### src/sbtc_pkg.sv
// Purpose: shared constants and types for the sixteen-bit timer/counter
// Assumes: AXI4-Lite register access, 32-bit data, one register per aligned word
// Notes:   register offsets are byte addresses

package sbtc_pkg;

  // ----------------------------------------------------------------
  // register map
  // ----------------------------------------------------------------
  localparam logic [7:0] ADDR_COUNT_LOW   = 8'h00;
  localparam logic [7:0] ADDR_COUNT_HIGH  = 8'h04;
  localparam logic [7:0] ADDR_FLAG_REG    = 8'h08;
  localparam logic [7:0] ADDR_ENABLE_REG  = 8'h0c;
  localparam logic [7:0] ADDR_CONTROL     = 8'h10;
  localparam logic [7:0] ADDR_STATUS      = 8'h14;

  // ----------------------------------------------------------------
  // field positions and reset values
  // ----------------------------------------------------------------
  localparam int         FLAG_BIT         = 0;
  localparam int         STATUS_ARMED_BIT = 0;
  localparam int         STATUS_FORCE_BIT = 1;
  localparam int         STATUS_TBASE_BIT = 2;
  localparam logic [7:0] CONTROL_RESET    = 8'h00;
  localparam logic [15:0] COUNT_MAX       = 16'hffff;
  localparam logic [15:0] COUNT_ZERO      = 16'h0000;

  // ----------------------------------------------------------------
  // timing and widths
  // ----------------------------------------------------------------
  localparam int         PRESCALE_WIDTH   = 3;
  localparam int         SYNC_STAGES      = 3;

  // ----------------------------------------------------------------
  // bus answers
  // ----------------------------------------------------------------
  localparam logic [1:0] RESP_OKAY        = 2'b00;
  localparam logic [1:0] RESP_SLVERR      = 2'b10;

  // control register layout, bit 7 down to bit 0
  typedef struct packed {
    logic [1:0] unused;
    logic [1:0] input_prescale_select;
    logic       crystal_osc_enable;
    logic       sync_bypass;
    logic       count_source_select;
    logic       count_run;
  } sbtc_control_type;

  // time base offered to the capture/compare units
  typedef struct packed {
    logic        valid;
    logic [15:0] value;
  } sbtc_time_base_type;

endpackage

### src/sbtc_timer.sv
// Purpose: sixteen-bit timer/counter with prescaler and AXI4-Lite registers
// Assumes: aclk is the instruction clock (Fosc/4); pins are asynchronous
// Notes:   one clock domain; pin edges are found after a three-stage sampler
//
// The AXI4-Lite register port is this design's own decision.
`timescale 1ns/100ps

module sbtc_timer
  import sbtc_pkg::*;
(
  // clock, reset, freeze
  input  wire logic        aclk,
  input  wire logic        aresetn,
  input  wire logic        clk_en,
  // processor state
  input  wire logic        sleep,
  // pins
  input  wire logic        ext_count_pin,
  input  wire logic        osc_input_pin,
  // capture/compare reset events
  input  wire logic        ccp1_reset_event,
  input  wire logic        ccp2_reset_event,
  // axi4-lite write address
  input  wire logic        s_axi_awvalid,
  output logic             s_axi_awready,
  input  wire logic [7:0]  s_axi_awaddr,
  // axi4-lite write data
  input  wire logic        s_axi_wvalid,
  output logic             s_axi_wready,
  input  wire logic [31:0] s_axi_wdata,
  input  wire logic [3:0]  s_axi_wstrb,
  // axi4-lite write response
  output logic             s_axi_bvalid,
  input  wire logic        s_axi_bready,
  output logic [1:0]       s_axi_bresp,
  // axi4-lite read
  input  wire logic        s_axi_arvalid,
  output logic             s_axi_arready,
  input  wire logic [7:0]  s_axi_araddr,
  output logic             s_axi_rvalid,
  input  wire logic        s_axi_rready,
  output logic [31:0]      s_axi_rdata,
  output logic [1:0]       s_axi_rresp,
  // results
  output logic             irq_request,
  output logic             wake_request,
  output sbtc_time_base_type time_base,
  output logic             crystal_osc_power_on,
  output logic             osc_pins_force_input
);

  // ----------------------------------------------------------------
  // registers
  // ----------------------------------------------------------------
  sbtc_control_type            control_q;
  logic [15:0]                 count_q;
  logic                        flag_q;
  logic                        irq_enable_q;
  logic [SYNC_STAGES-1:0]      pin_sync_q;
  logic                        pin_level_q;
  logic                        armed_q;
  logic [PRESCALE_WIDTH-1:0]   prescale_q;
  logic                        aw_have_q;
  logic                        w_have_q;
  logic [7:0]                  aw_addr_q;
  logic [7:0]                  w_data_q;
  logic                        w_lane0_q;

  // ----------------------------------------------------------------
  // pin sampling and edge finding
  // ----------------------------------------------------------------
  logic pin_select;
  logic pin_agree;
  logic pin_rise;
  logic pin_fall;
  assign pin_select = control_q.crystal_osc_enable ? osc_input_pin : ext_count_pin;
  assign pin_agree  = pin_sync_q[1] == pin_sync_q[2];
  assign pin_rise   = pin_agree && pin_sync_q[2] && !pin_level_q;
  assign pin_fall   = pin_agree && !pin_sync_q[2] && pin_level_q;
  always_ff @(posedge aclk) begin
    if (!aresetn) begin
      pin_sync_q  <= '0;
      pin_level_q <= 1'b0;
    end else if (clk_en) begin
      pin_sync_q <= {pin_sync_q[1:0], pin_select};
      if (pin_agree) begin
        pin_level_q <= pin_sync_q[2];
      end
    end
  end

  // ----------------------------------------------------------------
  // write decode
  // ----------------------------------------------------------------
  logic write_go;
  logic write_low;
  logic write_high;
  logic count_write;
  assign write_go    = aw_have_q && w_have_q && !s_axi_bvalid && w_lane0_q;
  assign write_low   = write_go && aw_addr_q == ADDR_COUNT_LOW;
  assign write_high  = write_go && aw_addr_q == ADDR_COUNT_HIGH;
  assign count_write = write_low || write_high;

  // ----------------------------------------------------------------
  // counting path
  // ----------------------------------------------------------------
  logic counter_mode;
  logic sync_mode;
  logic source_tick;
  logic prescale_out;
  logic main_stalled;
  logic count_inc;
  logic ccp_reset;
  logic [2:0] prescale_mask;
  assign counter_mode = control_q.count_source_select;
  assign sync_mode    = counter_mode && !control_q.sync_bypass;
  // timer mode ticks every instruction cycle outside sleep; counter mode waits for arming
  assign source_tick  = control_q.count_run &&
                        (counter_mode ? (pin_rise && armed_q) : !sleep);
  always_comb begin
    unique case (control_q.input_prescale_select)
      2'b00:   prescale_mask = 3'h0;
      2'b01:   prescale_mask = 3'h1;
      2'b10:   prescale_mask = 3'h3;
      2'b11:   prescale_mask = 3'h7;
    endcase
  end
  assign prescale_out = source_tick && ((prescale_q & prescale_mask) == prescale_mask);
  // the synchronizer stage is shut off in sleep, the prescaler is not
  assign main_stalled = sleep && sync_mode;
  assign count_inc    = prescale_out && !main_stalled;
  assign ccp_reset    = ccp1_reset_event || ccp2_reset_event;
  always_ff @(posedge aclk) begin
    if (!aresetn) begin
      armed_q <= 1'b0;
    end else if (clk_en) begin
      if (!control_q.count_run || !counter_mode) begin
        armed_q <= 1'b0;
      end else if (pin_fall) begin
        armed_q <= 1'b1;
      end
    end
  end
  always_ff @(posedge aclk) begin
    if (!aresetn) begin
      prescale_q <= '0;
    end else if (clk_en) begin
      if (count_write) begin
        prescale_q <= '0;
      end else if (source_tick) begin
        prescale_q <= prescale_out ? '0 : prescale_q + 3'h1;
      end
    end
  end

  // the count keeps its value through aresetn; a compare reset event clears it unless a count byte write comes in the same cycle
  always_ff @(posedge aclk) begin
    if (clk_en) begin
      if (write_low) begin
        count_q[7:0] <= w_data_q;
      end else if (write_high) begin
        count_q[15:8] <= w_data_q;
      end else if (ccp_reset) begin
        count_q <= COUNT_ZERO;
      end else if (count_inc) begin
        count_q <= count_q + 16'h0001;
      end
    end
  end

  // ----------------------------------------------------------------
  // overflow flag and enables
  // ----------------------------------------------------------------
  logic wrap;
  assign wrap = count_inc && !count_write && !ccp_reset && count_q == COUNT_MAX;
  always_ff @(posedge aclk) begin
    if (!aresetn) begin
      flag_q <= 1'b0;
    end else if (clk_en) begin
      if (wrap) begin
        flag_q <= 1'b1;
      end else if (write_go && aw_addr_q == ADDR_FLAG_REG) begin
        flag_q <= w_data_q[FLAG_BIT];
      end
    end
  end
  always_ff @(posedge aclk) begin
    if (!aresetn) begin
      irq_enable_q <= 1'b0;
    end else if (clk_en && write_go && aw_addr_q == ADDR_ENABLE_REG) begin
      irq_enable_q <= w_data_q[FLAG_BIT];
    end
  end
  always_ff @(posedge aclk) begin
    if (!aresetn) begin
      control_q <= CONTROL_RESET;
    end else if (clk_en && write_go && aw_addr_q == ADDR_CONTROL) begin
      control_q        <= w_data_q;
      control_q.unused <= 2'b00;
    end
  end

  // ----------------------------------------------------------------
  // registered outputs
  // ----------------------------------------------------------------
  logic irq_d;
  assign irq_d = (flag_q || wrap) && irq_enable_q;
  always_ff @(posedge aclk) begin
    if (!aresetn) begin
      irq_request          <= 1'b0;
      wake_request         <= 1'b0;
      time_base            <= '0;
      crystal_osc_power_on <= 1'b0;
      osc_pins_force_input <= 1'b0;
    end else if (clk_en) begin
      irq_request          <= irq_d;
      wake_request         <= irq_d && sleep && counter_mode && !sync_mode;
      time_base.value      <= count_q;
      time_base.valid      <= !(counter_mode && control_q.sync_bypass);
      crystal_osc_power_on <= control_q.crystal_osc_enable;
      osc_pins_force_input <= control_q.crystal_osc_enable;
    end
  end

  // ----------------------------------------------------------------
  // axi4-lite write channels
  // ----------------------------------------------------------------
  logic write_mapped;
  assign write_mapped = aw_addr_q == ADDR_COUNT_LOW || aw_addr_q == ADDR_COUNT_HIGH ||
                        aw_addr_q == ADDR_FLAG_REG || aw_addr_q == ADDR_ENABLE_REG ||
                        aw_addr_q == ADDR_CONTROL || aw_addr_q == ADDR_STATUS;
  always_ff @(posedge aclk) begin
    if (!aresetn) begin
      aw_have_q     <= 1'b0;
      w_have_q      <= 1'b0;
      aw_addr_q     <= 8'h00;
      w_data_q      <= 8'h00;
      w_lane0_q     <= 1'b0;
      s_axi_awready <= 1'b0;
      s_axi_wready  <= 1'b0;
      s_axi_bvalid  <= 1'b0;
      s_axi_bresp   <= RESP_OKAY;
    end else if (clk_en) begin
      s_axi_awready <= !aw_have_q && !(s_axi_awvalid && s_axi_awready);
      s_axi_wready  <= !w_have_q && !(s_axi_wvalid && s_axi_wready);
      if (s_axi_awvalid && s_axi_awready) begin
        aw_have_q <= 1'b1;
        aw_addr_q <= s_axi_awaddr;
      end
      if (s_axi_wvalid && s_axi_wready) begin
        w_have_q  <= 1'b1;
        w_data_q  <= s_axi_wdata[7:0];
        w_lane0_q <= s_axi_wstrb[0];
      end
      if (aw_have_q && w_have_q && !s_axi_bvalid) begin
        s_axi_bvalid <= 1'b1;
        s_axi_bresp  <= write_mapped ? RESP_OKAY : RESP_SLVERR;
      end
      if (s_axi_bvalid && s_axi_bready) begin
        s_axi_bvalid  <= 1'b0;
        aw_have_q     <= 1'b0;
        w_have_q      <= 1'b0;
        s_axi_awready <= 1'b1;
        s_axi_wready  <= 1'b1;
      end
    end
  end

  // ----------------------------------------------------------------
  // axi4-lite read channel
  // ----------------------------------------------------------------
  logic [31:0] read_word;
  logic        read_mapped;
  always_comb begin
    read_word   = 32'h0000_0000;
    read_mapped = 1'b1;
    unique case (s_axi_araddr)
      ADDR_COUNT_LOW:  read_word[7:0] = count_q[7:0];
      ADDR_COUNT_HIGH: read_word[7:0] = count_q[15:8];
      ADDR_FLAG_REG:   read_word[FLAG_BIT] = flag_q;
      ADDR_ENABLE_REG: read_word[FLAG_BIT] = irq_enable_q;
      ADDR_CONTROL:    read_word[7:0] = control_q;
      ADDR_STATUS: begin
        read_word[STATUS_ARMED_BIT] = armed_q;
        read_word[STATUS_FORCE_BIT] = osc_pins_force_input;
        read_word[STATUS_TBASE_BIT] = time_base.valid;
      end
      default:         read_mapped = 1'b0;
    endcase
  end
  always_ff @(posedge aclk) begin
    if (!aresetn) begin
      s_axi_arready <= 1'b0;
      s_axi_rvalid  <= 1'b0;
      s_axi_rdata   <= 32'h0000_0000;
      s_axi_rresp   <= RESP_OKAY;
    end else if (clk_en) begin
      if (s_axi_arvalid && s_axi_arready) begin
        s_axi_arready <= 1'b0;
        s_axi_rvalid  <= 1'b1;
        s_axi_rdata   <= read_word;
        s_axi_rresp   <= read_mapped ? RESP_OKAY : RESP_SLVERR;
      end else if (s_axi_rvalid && s_axi_rready) begin
        s_axi_rvalid  <= 1'b0;
        s_axi_arready <= 1'b1;
      end else if (!s_axi_rvalid) begin
        s_axi_arready <= 1'b1;
      end
    end
  end
endmodule

### config.mk
export PLATFORM = sky130hd
export DESIGN_NAME = sbtc_timer
export DESIGN_NICKNAME = d
export VERILOG_FILES = /design/src/sbtc_pkg.sv /design/src/sbtc_timer.sv
export SDC_FILE = /design/constraint.sdc
export NUM_CORES = 1
export LEC_CHECK = 0
export BUFFER_PORTS_ARGS = -buffer_cell sky130_fd_sc_hd__buf_2
export CAP_MARGIN = 10
export CORE_ASPECT_RATIO = 0.9
export CORE_MARGIN = 2
export CORE_UTILIZATION = 45
export CTS_BUF_LIST = sky130_fd_sc_hd__clkbuf_16
export DETAILED_ROUTE_END_ITERATION = 10
export PLACE_DENSITY = 0.73
export SLEW_MARGIN = 20
export SYNTH_ARGS = -nofsm -noshare
export SYNTH_HDL_FRONTEND = slang
export SYNTH_SLANG_ARGS = --single-unit
### constraint.sdc
create_clock -name aclk -period 4.9 [get_ports aclk]
set_clock_uncertainty 0.15 [all_clocks]
set_input_delay 0.245 -clock aclk [delete_from_list [all_inputs] [get_ports aclk]]
set_output_delay 0.245 -clock aclk [all_outputs]
set_load 0.05 [all_outputs]
==> results of run 1 <==
per-layer routing:
layer / wire [um] / track usage [%] / up-vias / part of all wire [%]
met1: 4590 / 26.4 / 1631 / 47
met2: 4290 / 32.4 / 135 / 44
met4: 201 / 7.79 / 0 / 2.1
met5: 0 / 0 / - / 0
met3: 624 / 4.10 / 16 / 6.4
li1: - / - / 1693 / -
worst paths after layout:
check | to | slack, ns
max | count_q[3]$_DFFE_PP_ | 2.27
min | aw_addr_q[4]$_SDFFE_PN0P_ | 0.02
max reg2reg | count_q[3]$_DFFE_PP_ | 2.27
min reg2reg | s_axi_rdata[0]$_SDFFE_PN0P_ | 0.30
power by group:
part / switching (mW) / internal [mW] / leakage, nW
Clock: 0.302 / 0.487 / 0.171
Sequential: 0.0265 / 0.745 / 0.729
Combinational: 0.143 / 0.0590 / 1.22
synth_stat cells, types with 3 or more instances:
| cell | n | area [sq um] |
|---|---|---|
| inv_1 | 7 | 26.3 |
| mux4_2 | 3 | 67.6 |
| nor3_1 | 3 | 15.0 |
| nor2_1 | 50 | 188 |
| xnor2_1 | 4 | 35.0 |
| ha_1 | 4 | 50.1 |
| a31oi_1 | 3 | 18.8 |
| a21oi_1 | 28 | 140 |
| a211oi_1 | 4 | 30.0 |
| o31ai_1 | 6 | 45.0 |
| xor2_1 | 10 | 87.6 |
| dfxtp_1 | 70 | 1400 |
| nand4_1 | 5 | 31.3 |
| clkbuf_1 | 14 | 52.6 |
| a22o_1 | 7 | 61.3 |
| o21ai_0 | 14 | 70.1 |
| nand3_1 | 14 | 70.1 |
| mux2i_1 | 36 | 360 |
| nand2_1 | 76 | 285 |
| buf_4 | 29 | 218 |
| edfxtp_1 | 16 | 480 |
| and4_1 | 3 | 26.3 |
| o21ai_2 | 10 | 87.6 |
worst max-delay path: cells and delay by family (launching register included):
kind	cells	cell delay (ns)
buffers and inverters	1	0.20
DFF	1	0.31
and+or+nand+nor	4	1.65
registers in the layout (all words and copies together), names as in the netlist, 3 cells and up:
name / flops
control_q: 5
s_axi_rdata: 8
count_q: 16
prescale_q: 3
time_base: 17
w_data_q: 8
aw_addr_q: 8
pin_sync_q: 3
per-stage QoR:
step                power, mW  setup WS [ns]  util [%]  hold WS (ns)  cell area, sq um
floorplan               0.946           2.39         -         0.231              4280
global placement        0.974           2.31      49.2         0.283              4470
detailed placement      0.979           2.30      49.2         0.287              4470
CTS                      1.77           2.28      54.8       0.00933              4980
global route             1.82           2.14      54.8        0.0592              4980
finish                   1.76           2.27      54.8        0.0243              4980
area by class of cell:
| class | instances | area, sq um |
|---|---|---|
| Clock buffer | 10 | 250 |
| Clock inverter | 6 | 97.6 |
| Fill cell | 831 | 4100 |
| Inverter | 8 | 30.0 |
| Multi-Input combinational cell | 339 | 2030 |
| Sequential cell | 86 | 1880 |
| Tap cell | 122 | 153 |
| Timing Repair Buffer | 91 | 541 |
logic make-up after synthesis:
family                   synth area share (%)
AO/OA/AOI/OAI                            12.3
XOR/XNOR                                 2.93
adder cells (fa/ha/maj)                  1.20
buffers and inverters                    8.87
flip-flops                               44.9
multiplexers                             10.8
other                                  0.0895
AND/OR/NAND/NOR                          18.9
repair_timing:
item | 4_1_cts | 5_1_grt
buffers inserted | 0 | 0
hold buffers | 16 | 0
endpoints found under the setup margin | 0 | 0
hold endpoints to repair | 16 | 0
==> flow_summary.yaml, run 1 <==
status:
  outcome: "completed"
worst_setup_path:
  cp_max_fo: 15
  r2r-start: "aw_addr_q[0]$_SDFFE_PN0P_"
  crit_chain: "or4_4, nor4bb_1, buf_4, and2_1, nor2_1"
  start_kind: "flop"
  required_ns: 4.78
  r2r_cells: 5
  arrival_ns: 2.52
  startpoint: "aw_addr_q[0]$_SDFFE_PN0P_"
  slowest_stage: "or4_4"
  cpPeakStageDelay_ns: 0.57
  end_kind: "flop"
  path_class: "flop to flop"
yosys:
  synth_cells: 457
  ys_seq_area_share_pct: 44.9
  ys_ff_latch: 86
  avgSynthCellArea_sq_um: 9.16
  synth.distinct_cells: 53
  synth-main-ff-cell: "dfxtp_1"
  synth_area_sq_um: 4190
  synth-edff-count: 16
  async_reset_ff_share_pct: 0
  synth_warnings: 0
place:
  place.gp.congestion: 0.926
  place_inst: 630
  post-dp-hpwl_um: 6970
  port-buffer-count: 73
clock_network:
  ctsResizeCount: 0
  cts_buffer_depth: 2
  worstSkewPairLatency_ns: 0.35
  clock_sinks: 86
  cts_buffers: 9
  clkSlewWorstSetupHoldPaths_ns: 0.07
  cts_tree: "done"
  htreeDepth: 3
  clockRootBuffer: "clkbuf_16"
floorplan:
  start_util_pct: 46.1
  die_x_um: 106
  die_y_um: 95.5
  die-area_sq_um: 10100
  rows: 33
  io_pins: 127
  design.core.area_sq_um: 9080
grt:
  grt_antenna_before_repair: 0
  grt_usage_pct: 20.0
  grt-ovfl-total: 0
  grt_pass1_vias: 3227
  grt_max_degree: 55
  grt_pass1_wl_um: 15700
routing:
  vias: 3475
  drc: 0
  wl_per_cell_um: 14.7
  drtIter0Drc: 218
  drt_first_pass_iters: 5
  vias_per_cell: 5.25
  wl_um: 9710
  antenna_left: 0
run:
  maxCapViolCount: 0
sta:
  slew_violations: 0
  setup_tns_ns: 0
  fin_crit_ns: 2.63
  worst_pin_slew_ns: 0.932
  relSlewSlack_pct: 37.8
  fmax_ghz: 0.380
  setup-violations-final: 0
  finalHoldViolCount: 0
  min_period_over_period_pct: 53.8
  rsz0062_at_grt: "no"
power_and_ir_drop:
  p_per_area_nw_per_um2: 354
  peakVddDrop_v: 0.000160
  p_leak_nw: 2.12
worst_hold_path:
  hp-class: "input port to flop"
  min_path_cells: 3
  hold_path_startpoint: "s_axi_awaddr[4]"
finish:
  final_common_cell: "nand2_1"
  areaGrowthSynthToFinish_pct: 18.9
  fin_cells: 662
  final_nets: 604
  diodes: 0
  layout_common_cells: "76 x nand2_1, 73 x buf_2, 70 x dfxtp_1, 50 x nor2_1, 36 x mux2i_1"
  drive_gt1_share_pct: 21.1
Note: power is estimated with default switching activity, not from simulation.
==> inputs of run 2 (changes only) <==
Clock period 4.9 ns to 2.6 ns, I/O delays scaled along.
==> flow_summary.yaml, run 2 (synthesis gave the netlist of run 1 again) <==
finish:
  regMostFlops: "time_base"
  final_nets: 619
  final_common_cell: "nand2_1"
  largest_reg_flops: 17
  top_regs: "time_base (17), count_q (16)"
  postLayoutCellArea_sq_um: 5070
  layout_common_cells: "76 x nand2_1, 73 x buf_2, 70 x dfxtp_1, 49 x nor2_1, 36 x mux2i_1"
  drive_gt1_share_pct: 21.4
  fin_cells: 677
  fillers: 832
  areaGrowthSynthToFinish_pct: 21.2
  diodes: 0
power_and_ir_drop:
  p_seq_share_pct: 46.3
  p_leak_nw: 2.17
  p_sw_share_pct: 28.4
  clock_power_share_pct: 41.0
  p_per_area_nw_per_um2: 618
  intPower_mw: 2.25
  peakVddDrop_v: 0.000344
  share_comb_of_total_power_pct: 12.6
  p_sw_mw: 0.891
worst_setup_path:
  r2r_slack_ns: 0.15
  start_kind: "flop"
  cp_max_fo: 17
  path_class: "flop to flop"
  required_ns: 2.55
  arrival_ns: 2.40
  end_kind: "flop"
status:
  outcome: "completed"
grt:
  grt_pass1_vias: 3239
  grt_pass1_wl_um: 16000
  grt_usage_pct: 20.4
  grt_max_degree: 54
  grt_antenna_before_repair: 0
  grt-ovfl-total: 0
place:
  dpl-instance-area_sq_um: 4500
  port-buffer-count: 73
  place_ws_ns: 0.0908
  place_inst: 634
  post-dp-hpwl_um: 6990
  place.gp.congestion: 0.850
sta:
  relSlewSlack_pct: 48.1
  finalHoldViolCount: 0
  min_period_over_period_pct: 94.3
  fin_crit_ns: 2.45
  setup-violations-final: 0
  worst_pin_slew_ns: 0.775
  layout_setup_ws_ns: 0.149
  slew_violations: 0
  setup_tns_ns: 0
  rsz0062_at_grt: "no"
  fmax_ghz: 0.408
run:
  maxCapViolCount: 0
clock_network:
  cts_buffers: 9
  htreeDepth: 3
  worstSkewPairLatency_ns: 0.34
  clock_sinks: 86
  cts_buffer_depth: 2
  clockRootBuffer: "clkbuf_16"
  postCtsSetupBuffers: 0
  clkSlewWorstSetupHoldPaths_ns: 0.07
  cts_tree: "done"
routing:
  vias_per_cell: 5.17
  wl_um: 9990
  wl_per_cell_um: 14.8
  antenna_left: 0
  drt_first_pass_iters: 5
  drc: 0
  vias: 3501
  drtIter0Drc: 205
floorplan:
  rows: 33
  io_pins: 127
  die-area_sq_um: 10100
  die_x_um: 106
  design.core.area_sq_um: 9080
  start_util_pct: 46.1
  die_y_um: 95.5
worst_hold_path:
  hp-class: "input port to flop"
-- run 2: area by class of cell --
| cell class | count | area (sq um) | area share [%] |
|---|---|---|---|
| repair buffers | 106 | 681 | 13.4 |
| flip-flops and latches | 86 | 1880 | 37.1 |
| inverters | 8 | 30.0 | 0.592 |
| multi-input cells | 339 | 2030 | 40.0 |
| clock buffers | 10 | 250 | 4.93 |
| well taps | 122 | 153 | 3.01 |
| clock inverters | 6 | 48.8 | 0.962 |
-- run 2: metal layers --
layer | global-route usage, % | part of all wire (%) | vias to the layer above
met5 | 0 | 0 | -
met4 | 6.36 | 1.1 | 0
met3 | 4.99 | 6.8 | 8
met2 | 33.2 | 45 | 133
met1 | 26.9 | 47 | 1634
li1 | - | - | 1726
-- run 2: power by group through the flow --
stage,sequential [mW],clock [mW],combinational [mW]
final,1.45,1.29,0.396
after global routing,1.46,1.37,0.425
after CTS,1.45,1.30,0.394
after detailed placement,1.48,0,0.364
after global placement,1.48,0,0.357
after floorplan,1.53,0,0.251
-- run 2: final timing paths --
| kind | from | cells after the start | endpoint |
|---|---|---|---|
| worst min-delay path | s_axi_arvalid | 3 | s_axi_rresp[1]$_SDFFE_PN0P_ |
| worst min register to register | aw_addr_q[5]$_SDFFE_PN0P_ | 2 | aw_addr_q[5]$_SDFFE_PN0P_ |
| worst max-delay path | aw_addr_q[0]$_SDFFE_PN0P_ | 6 | count_q[13]$_DFFE_PP_ |
| worst max register to register | aw_addr_q[0]$_SDFFE_PN0P_ | 6 | count_q[13]$_DFFE_PP_ |
-- run 2: timing repair --
item | CTS | global route
endpoints found under the hold margin | 29 | 0
endpoints found under the setup margin | 0 | 8
hold buffers | 27 | 0
gates resized for setup | 0 | 1
-- run 2: worst max-delay path, cell delays in order, from the launching register on --
cell and delay, ns:
dfxtp_1 0.32, or4_4 0.57, nor4bb_1 0.39, buf_4 0.22
and2_4 0.30, nor2_1 0.08, buf_4 0.18
-- run 2: metrics by stage --
| stage | hold WS (ns) | power, mW | utilization, % |
|---|---|---|---|
| after floorplan | 0.116 | 1.78 | - |
| after global placement | 0.223 | 1.84 | 49.6 |
| after detailed placement | 0.226 | 1.84 | 49.6 |
| after CTS | 0.0101 | 3.15 | 55.8 |
| after global routing | 0.0385 | 3.25 | 55.9 |
| final | 0.0131 | 3.14 | 55.9 |
==> inputs of run 3 (changes only) <==
Settings changed: CORE_MARGIN 2 to not set.
==> flow_summary.yaml, run 3 (synthesis gave the netlist of run 1 again) <==
grt:
  grt_antenna_before_repair: 0
  grt-ovfl-total: 0
  grt_pass1_wl_um: 15900
  grt_pass1_vias: 3260
  grt_max_degree: 54
  grt_usage_pct: 20.5
finish:
  diodes: 0
  regMostFlops: "time_base"
  areaGrowthSynthToFinish_pct: 21.6
  final_common_cell: "nand2_1"
  largest_reg_flops: 17
  top_regs: "time_base (17), count_q (16)"
  layout_common_cells: "76 x nand2_1, 73 x buf_2, 70 x dfxtp_1, 50 x nor2_1, 36 x mux2i_1"
  final_nets: 620
  drive_gt1_share_pct: 21.6
worst_setup_path:
  r2r_cells: 6
  crit_chain: "or4_4, nor4bb_1, buf_4, and2_4, nor2_1, buf_4"
  regToRegEndpoint: "count_q[13]$_DFFE_PP_"
  end_kind: "flop"
  start_kind: "flop"
  path_common_cell: "buf_4"
  r2r_slack_ns: 0.32
  cpPeakStageDelay_ns: 0.57
  cp_max_fo: 12
  required_ns: 2.54
  slowest_stage: "or4_4"
  r2r-start: "aw_addr_q[0]$_SDFFE_PN0P_"
  path_class: "flop to flop"
  arrival_ns: 2.23
routing:
  antenna_left: 0
  drc: 0
  drtIter0Drc: 158
  drt_first_pass_iters: 4
  wl_um: 9490
  vias: 3485
  wl_per_cell_um: 14.0
  vias_per_cell: 5.14
clock_network:
  clockRootBuffer: "clkbuf_16"
  clkSlewWorstSetupHoldPaths_ns: 0.07
  postCtsSetupBuffers: 0
  htreeDepth: 3
  cts_buffers: 9
  clock_sinks: 86
  cts_buffer_depth: 2
  worstSkewPairLatency_ns: 0.34
  cts_tree: "done"
sta:
  worst_pin_slew_ns: 0.798
  slew_violations: 0
  relSlewSlack_pct: 46.5
  setup-violations-final: 0
  min_period_over_period_pct: 87.8
  setup_tns_ns: 0
  finalHoldViolCount: 1
  fin_crit_ns: 2.28
  fin_hold_ws_ns: -0.000627
  layout_setup_ws_ns: 0.318
  fmax_ghz: 0.438
  rsz0062_at_grt: "no"
worst_hold_path:
  whs_endpoint: "pin_sync_q[0]$_SDFFE_PN0P_"
  hp-class: "input port to flop"
  min_path_cells: 3
  hold_path_startpoint: "osc_input_pin"
power_and_ir_drop:
  peakVddDrop_v: 0.000385
  p_leak_nw: 2.18
  p_per_area_nw_per_um2: 627
floorplan:
  die_y_um: 93.5
  start_util_pct: 46.1
  die_x_um: 104
  io_pins: 127
  rows: 33
  design.core.area_sq_um: 9080
  die-area_sq_um: 9700
run:
  maxCapViolCount: 0
status:
  outcome: "finished with violations"
  violations: "negative hold slack"
place:
  place_ws_ns: 0.332
  post-dp-hpwl_um: 6860
  place.gp.congestion: 0.838
  port-buffer-count: 73
run 3: changes by cell type in the layout (fill, tap and decap cells not counted), sizes merged:
cell,previous run,this run
buf,79,81
bufinv,0,1
clkbuf,10,9
clkinv,2,0
dlygate4sd3,27,26
inv,12,14
run 3: repair_timing:
| item | CTS | global route |
|---|---|---|
| endpoints found under the setup margin | 0 | 0 |
| endpoints found under the hold margin | 29 | 0 |
| hold buffers | 26 | 0 |
| resized for setup | 0 | 0 |
run 3: worst max-delay path by stage:
stage / startpoint / endpoint / slack, ns / cells past startpoint
after floorplan: s_axi_bvalid$_SDFFE_PN0P_ / count_q[10]$_DFFE_PP_ / 0.09 / 7
after global placement: aw_addr_q[0]$_SDFFE_PN0P_ / count_q[13]$_DFFE_PP_ / 0.37 / 6
after detailed placement: aw_addr_q[0]$_SDFFE_PN0P_ / count_q[13]$_DFFE_PP_ / 0.33 / 6
after CTS: aw_addr_q[0]$_SDFFE_PN0P_ / count_q[13]$_DFFE_PP_ / 0.31 / 6
after global routing: aw_addr_q[0]$_SDFFE_PN0P_ / count_q[13]$_DFFE_PP_ / 0.16 / 7
final: aw_addr_q[0]$_SDFFE_PN0P_ / count_q[13]$_DFFE_PP_ / 0.32 / 6
run 3: final cells by class:
cell class	instances	area (sq um)
fill	816	3990
clock inverter	7	87.6
clock buffer	9	225
timing repair buffer	107	686
tap	122	153
multi-input combinational	339	2030
inverter	8	30.0
sequential	86	1880
run 3: report_power, final:
group,internal [mW],switching [mW],leakage (nW)
combinational,0.124,0.273,1.30
sequential,1.40,0.0487,0.729
clock,0.772,0.572,0.155
run 3: critical path: cells and delay by family (launching register included):
kind / cells / cell delay, ns
flops: 1 / 0.31
buf+inv: 2 / 0.39
simple gates: 4 / 1.18
run 3: routing by layer:
| metal | wire length, um | track usage [%] | vias up |
|---|---|---|---|
| li1 | - | - | 1721 |
| met4 | 114 | 5.60 | 0 |
| met2 | 4270 | 33.3 | 129 |
| met5 | 0 | 0 | - |
| met3 | 522 | 3.76 | 9 |
| met1 | 4590 | 28.2 | 1626 |
run 3: metrics by stage:
| step | instances | util (%) | power [mW] | instance area (sq um) |
|---|---|---|---|---|
| 2_1_floorplan | 482 | - | 1.78 | 4280 |
| 3_3_place_gp | 636 | 49.7 | 1.84 | 4520 |
| 3_5_place_dp | 636 | 49.7 | 1.85 | 4520 |
| 4_1_cts | 678 | 56.0 | 3.22 | 5090 |
| 5_1_grt | 678 | 56.0 | 3.32 | 5090 |
| 6_report | 678 | 56.0 | 3.19 | 5090 |
